<file path="src/verilog/dpi_consts.vh">
// Constants for the DRAM power-up and initialization sequencer.
`ifndef DPI_CONSTS_VH
`define DPI_CONSTS_VH
`define DPI_CLK_NS            50
`define DPI_AUTO_INIT_MAX_NS  10000
`define DPI_AUTO_INIT_CYC     ((`DPI_AUTO_INIT_MAX_NS) / (`DPI_CLK_NS))
`define DPI_CAL_WAIT_NS       1000
`define DPI_CAL_WAIT_CYC      (((`DPI_CAL_WAIT_NS) + (`DPI_CLK_NS) - 1) / (`DPI_CLK_NS))
`define DPI_AUTO_INIT_LAT     16
`define DPI_CMD_W             4
`define DPI_CMD_NOP           4'h0
`define DPI_CMD_MRW           4'h1
`define DPI_CMD_MRR           4'h2
`define DPI_CMD_PD_ENTRY      4'h3
`define DPI_CMD_PD_EXIT       4'h4
`define DPI_CMD_PREA          4'h5
`define DPI_MA_MR0            8'h00
`define DPI_MA_MR1            8'h01
`define DPI_MA_MR2            8'h02
`define DPI_MA_MR3            8'h03
`define DPI_MA_MR10           8'h0a
`define DPI_MA_RESET          8'h3f
`define DPI_MR0_DAI_BIT       0
`endif

</file>
<file path="src/verilog/dpi_init_seq.v">
// Device-side power-up and initialization state tracker for a low-power DDR2 memory.
// Notes on behaviour
// - Outputs high impedance while CKE sampled low.
// - Only reads, power-down, NOPs and reset until auto-init done.
// - Auto-init bit reports progress, clears when done.
// - Auto-init completes within 10us of reset.
// - Ready 1us after calibration command.
// - Reset command restarts sequence at reset step.
// - CKE and chip select sampled rising edge.
// - Each command occupies one clock cycle.
`timescale 1ns/1ps
`include "dpi_consts.vh"
module dpi_init_seq #(
   parameter AUTO_INIT_CYC = `DPI_AUTO_INIT_CYC,
   parameter CAL_WAIT_CYC  = `DPI_CAL_WAIT_CYC,
   // The latency is clipped to AUTO_INIT_CYC, so a larger value only models a slow part.
   parameter AUTO_INIT_LAT = `DPI_AUTO_INIT_LAT
)
(
   input  wire                  ref_clk,
   input  wire                  rst,
   input  wire                  clk_en,
   input  wire                  cke,
   input  wire                  cs_n,
   input  wire [`DPI_CMD_W-1:0] cmd,
   input  wire [7:0]            mr_addr,
   input  wire [7:0]            mr_data,
   output reg  [7:0]            rd_data_ff,
   output reg                   rd_data_oe_ff,
   output reg                   rd_valid_ff,
   output reg                   dai_busy_ff,
   output reg                   cmd_illegal_ff,
   output reg                   cal_busy_ff,
   output reg                   ready_ff,
   output reg  [2:0]            cfg_done_ff
);
   // POWER waits for the first reset command, AINIT runs the internal auto-init,
   // IDLE waits for calibration, CAL counts the calibration wait and RUN accepts
   // the configuration writes.
   localparam ST_POWER = 5'h01;
   localparam ST_AINIT = 5'h02;
   localparam ST_IDLE  = 5'h04;
   localparam ST_CAL   = 5'h08;
   localparam ST_RUN   = 5'h10;

   reg  [4:0]  state_ff;
   reg  [4:0]  nxt_state;
   reg  [15:0] cnt_ff;
   reg  [15:0] nxt_cnt;
   reg  [7:0]  mr1_ff;
   reg  [7:0]  mr2_ff;
   reg  [7:0]  mr3_ff;
   reg  [7:0]  mr0_rd;

   // A command exists only with CKE high and chip select low at the rising edge.
   wire sel = cke & ~cs_n;
   wire is_reset = sel && cmd == `DPI_CMD_MRW && mr_addr == `DPI_MA_RESET;
   wire is_mrr = sel && cmd == `DPI_CMD_MRR;
   wire is_mrw = sel && cmd == `DPI_CMD_MRW;
   wire is_pd = sel && (cmd == `DPI_CMD_PD_ENTRY || cmd == `DPI_CMD_PD_EXIT);
   wire quiet = ~sel || cmd == `DPI_CMD_NOP;

   // During auto-init only mode reads, power-down moves, NOPs and reset are legal; anything else
   // is flagged and otherwise ignored, so a careless controller cannot derail the
   // sequence.
   wire ainit_bad = state_ff == ST_AINIT && !is_reset && !quiet && !is_mrr && !is_pd;

   // Mode register 0 carries only the auto-init busy flag; every other bit reads zero.
   always @*
   begin
      mr0_rd = 8'h00;
      mr0_rd[`DPI_MR0_DAI_BIT] = state_ff == ST_AINIT;
   end

   // True on the last cycle of a timed state.
   function cnt_done;
      input [15:0] cnt;
      begin
         cnt_done = cnt <= 16'h0001;
      end
   endfunction

   // Decodes a mode register write to one address.
   function mrw_hit;
      input       wr;
      input [7:0] addr;
      input [7:0] target;
      begin
         mrw_hit = wr && addr == target;
      end
   endfunction

   // Auto-init completes at the earlier of the internal latency and the limit.
   function [15:0] ainit_len;
      input integer lat;
      input integer lim;
      begin
         ainit_len = (lat < lim) ? lat[15:0] : lim[15:0];
      end
   endfunction

   // A reset command wins in every state, so a restart in the run state drops
   // ready at once and the controller must run the whole sequence again.
   always @*
   begin
      nxt_state = state_ff;
      nxt_cnt = cnt_ff;
      if (is_reset)
      begin
         nxt_state = ST_AINIT;
         nxt_cnt = ainit_len(AUTO_INIT_LAT, AUTO_INIT_CYC);
      end
      else
      begin
         case (state_ff)
            // Only a reset command leaves the power state, which covers the idle before it.
            ST_POWER: nxt_cnt = 16'h0000;
            ST_AINIT:
            begin
               if (cnt_done(cnt_ff))
                  nxt_state = ST_IDLE;
               else
                  nxt_cnt = cnt_ff - 16'h0001;
            end
            // A calibration request before auto-init has finished is dropped, and flagged as illegal while auto-init runs.
            ST_IDLE:
            begin
               if (mrw_hit(is_mrw, mr_addr, `DPI_MA_MR10))
               begin
                  nxt_state = ST_CAL;
                  nxt_cnt = CAL_WAIT_CYC[15:0];
               end
            end
            ST_CAL:
            begin
               if (cnt_done(cnt_ff))
                  nxt_state = ST_RUN;
               else
                  nxt_cnt = cnt_ff - 16'h0001;
            end
            // Ready holds until the next reset command; nothing else leaves this state.
            ST_RUN: nxt_cnt = 16'h0000;
            default:
            begin
               nxt_state = ST_POWER;
               nxt_cnt = 16'h0000;
            end
         endcase
      end
   end

   always @(posedge ref_clk or posedge rst)
   begin
      if (rst)
      begin
         state_ff       <= ST_POWER;
         cnt_ff         <= 16'h0000;
         mr1_ff         <= 8'h00;
         mr2_ff         <= 8'h00;
         mr3_ff         <= 8'h00;
         rd_data_ff     <= 8'h00;
         rd_data_oe_ff  <= 1'b0;
         rd_valid_ff    <= 1'b0;
         dai_busy_ff    <= 1'b0;
         cmd_illegal_ff <= 1'b0;
         cal_busy_ff    <= 1'b0;
         ready_ff       <= 1'b0;
         cfg_done_ff    <= 3'b000;
      end
      // A low clock enable freezes every register, so all waits stretch with it.
      else if (clk_en)
      begin
         state_ff    <= nxt_state;
         cnt_ff      <= nxt_cnt;
         dai_busy_ff <= nxt_state == ST_AINIT;
         cal_busy_ff <= nxt_state == ST_CAL;
         ready_ff    <= nxt_state == ST_RUN;
         cmd_illegal_ff <= ainit_bad;
         // Written values survive a reset command; only the written flags clear,
         // so the controller must rewrite all three registers after every restart.
         if (is_reset)
            cfg_done_ff <= 3'b000;
         else if (state_ff == ST_RUN)
         begin
            if (mrw_hit(is_mrw, mr_addr, `DPI_MA_MR1))
            begin
               mr1_ff <= mr_data;
               cfg_done_ff[0] <= 1'b1;
            end
            if (mrw_hit(is_mrw, mr_addr, `DPI_MA_MR2))
            begin
               mr2_ff <= mr_data;
               cfg_done_ff[1] <= 1'b1;
            end
            if (mrw_hit(is_mrw, mr_addr, `DPI_MA_MR3))
            begin
               mr3_ff <= mr_data;
               cfg_done_ff[2] <= 1'b1;
            end
         end
         rd_valid_ff <= is_mrr;
         // Drivers stay off whenever CKE is low, so a read cannot collide at power-up.
         // Read data keeps its last value while the driver is off; only the enable
         // decides whether anything leaves the pins.
         rd_data_oe_ff <= is_mrr & cke;
         if (is_mrr)
         begin
            case (mr_addr)
               `DPI_MA_MR0: rd_data_ff <= mr0_rd;
               `DPI_MA_MR1: rd_data_ff <= mr1_ff;
               `DPI_MA_MR2: rd_data_ff <= mr2_ff;
               `DPI_MA_MR3: rd_data_ff <= mr3_ff;
               default:     rd_data_ff <= 8'h00;
            endcase
         end
      end
   end
endmodule

</file>
<file path="config.mk">
export PLATFORM = sky130hd
export DESIGN_NAME = dpi_init_seq
export DESIGN_NICKNAME = d
export VERILOG_FILES = /design/src/verilog/dpi_init_seq.v
export VERILOG_INCLUDE_DIRS = /design/src /design/src/verilog
export SDC_FILE = /design/constraint.sdc
export NUM_CORES = 1
export LEC_CHECK = 0
export ABC_AREA = 0
export BUFFER_PORTS_ARGS = -buffer_cell sky130_fd_sc_hd__buf_2
export CAP_MARGIN = 20
export CORE_MARGIN = 2
export CORE_UTILIZATION = 36
export CTS_CLUSTER_SIZE = 16
export DETAILED_ROUTE_END_ITERATION = 12
export HOLD_SLACK_MARGIN = 0.08
export SLEW_MARGIN = 25
export SYNTH_ARGS = -nofsm -noshare
export SYNTH_HDL_FRONTEND = slang
export SYNTH_SLANG_ARGS = --single-unit
</file>
<file path="constraint.sdc">
create_clock -name ref_clk -period 2.1 [get_ports ref_clk]
set_input_delay 0.42 -clock ref_clk [delete_from_list [all_inputs] [get_ports ref_clk]]
set_output_delay 0.42 -clock ref_clk [all_outputs]
set_load 0.02 [all_outputs]
</file>
==> results.sh <==
export IMPL_n_antenna_cell=0
export IMPL_hold_viol=0
export IMPL_fmax_ghz=0.508
export IMPL_grt_use_total=0.171
export IMPL_peakVddDrop_v=0.000506
export IMPL_start_kind="flip-flop"
export IMPL_fin_skew_ns=0.0132
export IMPL_vias_per_cell=5.36
export IMPL_path_class="flip-flop to flip-flop"
export IMPL_area_growth_syn_to_layout_pct=24.4
export IMPL_wl_per_cell_um=15.8
export IMPL_rr_worst_depth=7
export IMPL_drc=0
export IMPL_r2r_start="state_ff[3]$_DFFE_PP0P_"
export IMPL_ys_async_sr_fraction=1.00
export IMPL_required_ns=2.34
export IMPL_final_cell_mix="dfrtp_1, buf_2, buf_4"
export IMPL_synthesis_area_mm2=0.00322
export IMPL_power_density_mw_per_mm2=634
export IMPL_r2r_end="mr2_ff[3]$_DFFE_PP0P_"
export IMPL_drtAntennaViolNets=0
export IMPL_tritoncts="done"
export IMPL_period_minus_slack_ns=1.97
export IMPL_design_core_area_mm2=0.00868
export IMPL_post_cts_setup_buffers=0
export IMPL_finalPower_uw=2540
export IMPL_yosysUniqueCellTypes=55
export IMPL_crit_buf_inv=1
export IMPL_path_clk_slew_ns=0.08
export IMPL_layout_commonest_cell="dfrtp_1"
export IMPL_ys_ff_latch=62
export IMPL_num_nets_final=407
export IMPL_gp_congestion=0.837
export IMPL_status="finished clean"
export IMPL_syn_nets=333
export IMPL_relSlewSlack=0.692
export IMPL_worst_pin_slew_ns=0.457
export IMPL_rsz0062_at_grt="false"
export IMPL_die_h_um=98.5
export IMPL_endpoint_kind="flip-flop"
export IMPL_finalSetupViolations=0
export IMPL_hpwl_um=5640
export IMPL_grt_max_degree=63
export IMPL_placed_cell_area_mm2=0.00380
export IMPL_clk_latency_ns=0.35
export IMPL_maxSlewViolCount=0
export IMPL_critical_path_top_delay_family="simple AND/OR/NAND/NOR gates"
export IMPL_synth_seq_area_share=0.483
export IMPL_grt_pass1_wl_um=13100
export IMPL_cts_sinks=62
export IMPL_grt_pass1_vias=2608
export IMPL_post_route_period_util=0.938
export IMPL_synth_edf_count=0
export IMPL_overflow=0
export IMPL_final_area_mm2=0.00400
export IMPL_slowest_delay_ns=0.44
export IMPL_drt_total_wl_um=7780
export IMPL_synthCells=306
export IMPL_rows=34
export IMPL_drive_gt1_frac=0.369
export IMPL_p_leak_uw=0.00190
export IMPL_start_util=0.371
export IMPL_dieWidth_um=98.5
export IMPL_ios=42
export IMPL_drtIter0Drc=96
export IMPL_yosys_warnings=0
export IMPL_worstPathMaxFanout=6
export IMPL_vias=2642
export IMPL_hold_class="primary input to async pin"
export IMPL_synthFlopType="dfrtp_1"
export IMPL_cap_violations=0
export IMPL_arrival_ns=2.21
export IMPL_cts_hold_fix_buffers=0
export IMPL_cts_buffer_depth=2
export IMPL_grt_antenna_before_repair=0
export IMPL_port_buffers=41
export IMPL_cts_buffers=9
export IMPL_avgSynthCellArea_um2=10.5
export IMPL_crit_path_top_delay_cell="dfrtp_1"
export IMPL_htree_num_levels=3
export IMPL_worstPathCellList="nor2_1 -> nand3_1 -> nor3_1 -> and3_1 -> and2b_1 -> buf_4 -> mux2_2"
export IMPL_cts_root_buf="clkbuf_8"
export IMPL_first_pass_iters=4
export IMPL_die_area_mm2=0.00970
export IMPL_rrSetupSlack_ns=0.13
==> layout make-up <==
cell class / instances / area [um2]
Clock buffer: 9 / 124
Sequential cell: 62 / 1550
Multi-Input combinational cell: 216 / 1540
Timing Repair Buffer: 80 / 548
Fill cell: 857 / 4680
Inverter: 11 / 41.3
Clock inverter: 7 / 57.6
Tap cell: 108 / 135
==> registers in the layout, summed over array words and instances (netlist names) <==
| name | flops |
|---|---|
| state_ff | 5 |
| cnt_ff | 16 |
| dai_busy_ff | 1 |
| cmd_illegal_ff | 1 |
| rd_data_oe_ff | 1 |
| rd_data_ff | 8 |
| mr2_ff | 8 |
| ready_ff | 1 |
| rd_valid_ff | 1 |
| cal_busy_ff | 1 |
| mr3_ff | 8 |
| mr1_ff | 8 |
| cfg_done_ff | 3 |
==> Yosys cell counts, types with 2 or more instances <==
| library cell | instances | area (um2) |
|---|---|---|
| and2_1 | 2 | 12.5 |
| a21o_1 | 2 | 15.0 |
| buf_2 | 5 | 25.0 |
| nor4_2 | 2 | 25.0 |
| dfrtp_1 | 61 | 1530 |
| o21bai_1 | 2 | 15.0 |
| nor3_1 | 5 | 25.0 |
| nand3_1 | 8 | 40.0 |
| nor4_1 | 3 | 18.8 |
| a21oi_1 | 15 | 75.1 |
| nor2_1 | 17 | 63.8 |
| or3_1 | 12 | 75.1 |
| clkbuf_1 | 6 | 22.5 |
| or4_1 | 3 | 22.5 |
| o21ai_0 | 26 | 130 |
| nand3b_1 | 3 | 22.5 |
| inv_1 | 11 | 41.3 |
| nand2_1 | 18 | 67.6 |
| and3_1 | 3 | 18.8 |
| buf_6 | 2 | 22.5 |
| nor2b_1 | 2 | 12.5 |
| mux2_2 | 32 | 360 |
| nand2b_1 | 4 | 25.0 |
| a22oi_1 | 7 | 52.6 |
| buf_4 | 3 | 22.5 |
| o21a_1 | 5 | 37.5 |
| or3b_1 | 2 | 17.5 |
| a211oi_1 | 2 | 15.0 |
| nand4_1 | 3 | 18.8 |
| o31ai_1 | 10 | 75.1 |
| xnor2_1 | 2 | 17.5 |
| nand4b_1 | 2 | 17.5 |
| and4_1 | 2 | 17.5 |
| ha_1 | 2 | 25.0 |
| o2bb2ai_1 | 2 | 17.5 |
==> stage by stage <==
| step | setup WS, ns | cells | TNS, ns | hold WS, ns | util |
|---|---|---|---|---|---|
| 2_1_floorplan | 0.0784 | 306 | 0 | 0.474 | - |
| 3_3_place_gp | -0.0582 | 477 | -0.428 | 0.461 | 0.438 |
| 3_5_place_dp | -0.116 | 477 | -1.70 | 0.461 | 0.438 |
| 4_1_cts | 0.0927 | 493 | 0 | 0.133 | 0.459 |
| 5_1_grt | 0.00667 | 493 | 0 | 0.157 | 0.461 |
| 6_report | 0.130 | 493 | 0 | 0.125 | 0.461 |
==> worst min-delay path: cells and delay by family <==
family   cells  cell delay (ns)
buf+inv      3             0.45
==> where the power goes <==
| part | switching [uW] | internal [uW] |
|---|---|---|
| sequential | 28.5 | 1220 |
| clock | 537 | 443 |
| combinational | 169 | 138 |
| total | 734 | 1800 |
==> worst max path at each step <==
stage	endpoint	cells after the start	slack (ns)	from
2_1_floorplan	mr2_ff[0]$_DFFE_PP0P_	7	0.08	mr_addr[5]
3_3_place_gp	mr2_ff[2]$_DFFE_PP0P_	9	-0.06	mr_addr[5]
3_5_place_dp	mr2_ff[0]$_DFFE_PP0P_	8	-0.12	cs_n
5_1_grt	mr2_ff[0]$_DFFE_PP0P_	7	0.007	state_ff[3]$_DFFE_PP0P_
4_1_cts	cnt_ff[0]$_DFFE_PP0P_	6	0.09	cnt_ff[4]$_DFFE_PP0P_
6_report	mr2_ff[3]$_DFFE_PP0P_	7	0.13	state_ff[3]$_DFFE_PP0P_
==> kinds of logic (layout without fill, tap and decap cells) <==
family / count (synthesis) / in the layout / share of synthesized area
and+or+nand+nor: 103 / 103 / 0.196
AOI/OAI and AO/OA: 76 / 76 / 0.149
DFF: 62 / 62 / 0.483
muxes: 33 / 33 / 0.115
buffers and inverters: 28 / 107 / 0.0428
adders and majority gates: 2 / 2 / 0.00778
xor gates and xnor gates: 2 / 2 / 0.00545
==> per-layer routing <==
layer	vias to the layer above	part of all wire	GRT usage
met1	1288	0.44	0.224
met2	65	0.49	0.272
li1	1273	-	-
met4	0	0.022	0.0706
met3	16	0.050	0.0433
met5	-	0	0
==> what timing repair did <==
action | in CTS | in global routing
hold endpoints to repair | 0 | 0
resized for setup | 0 | 2
endpoints found under the setup margin | 0 | 2
Note: power is estimated with default switching activity, not from simulation.
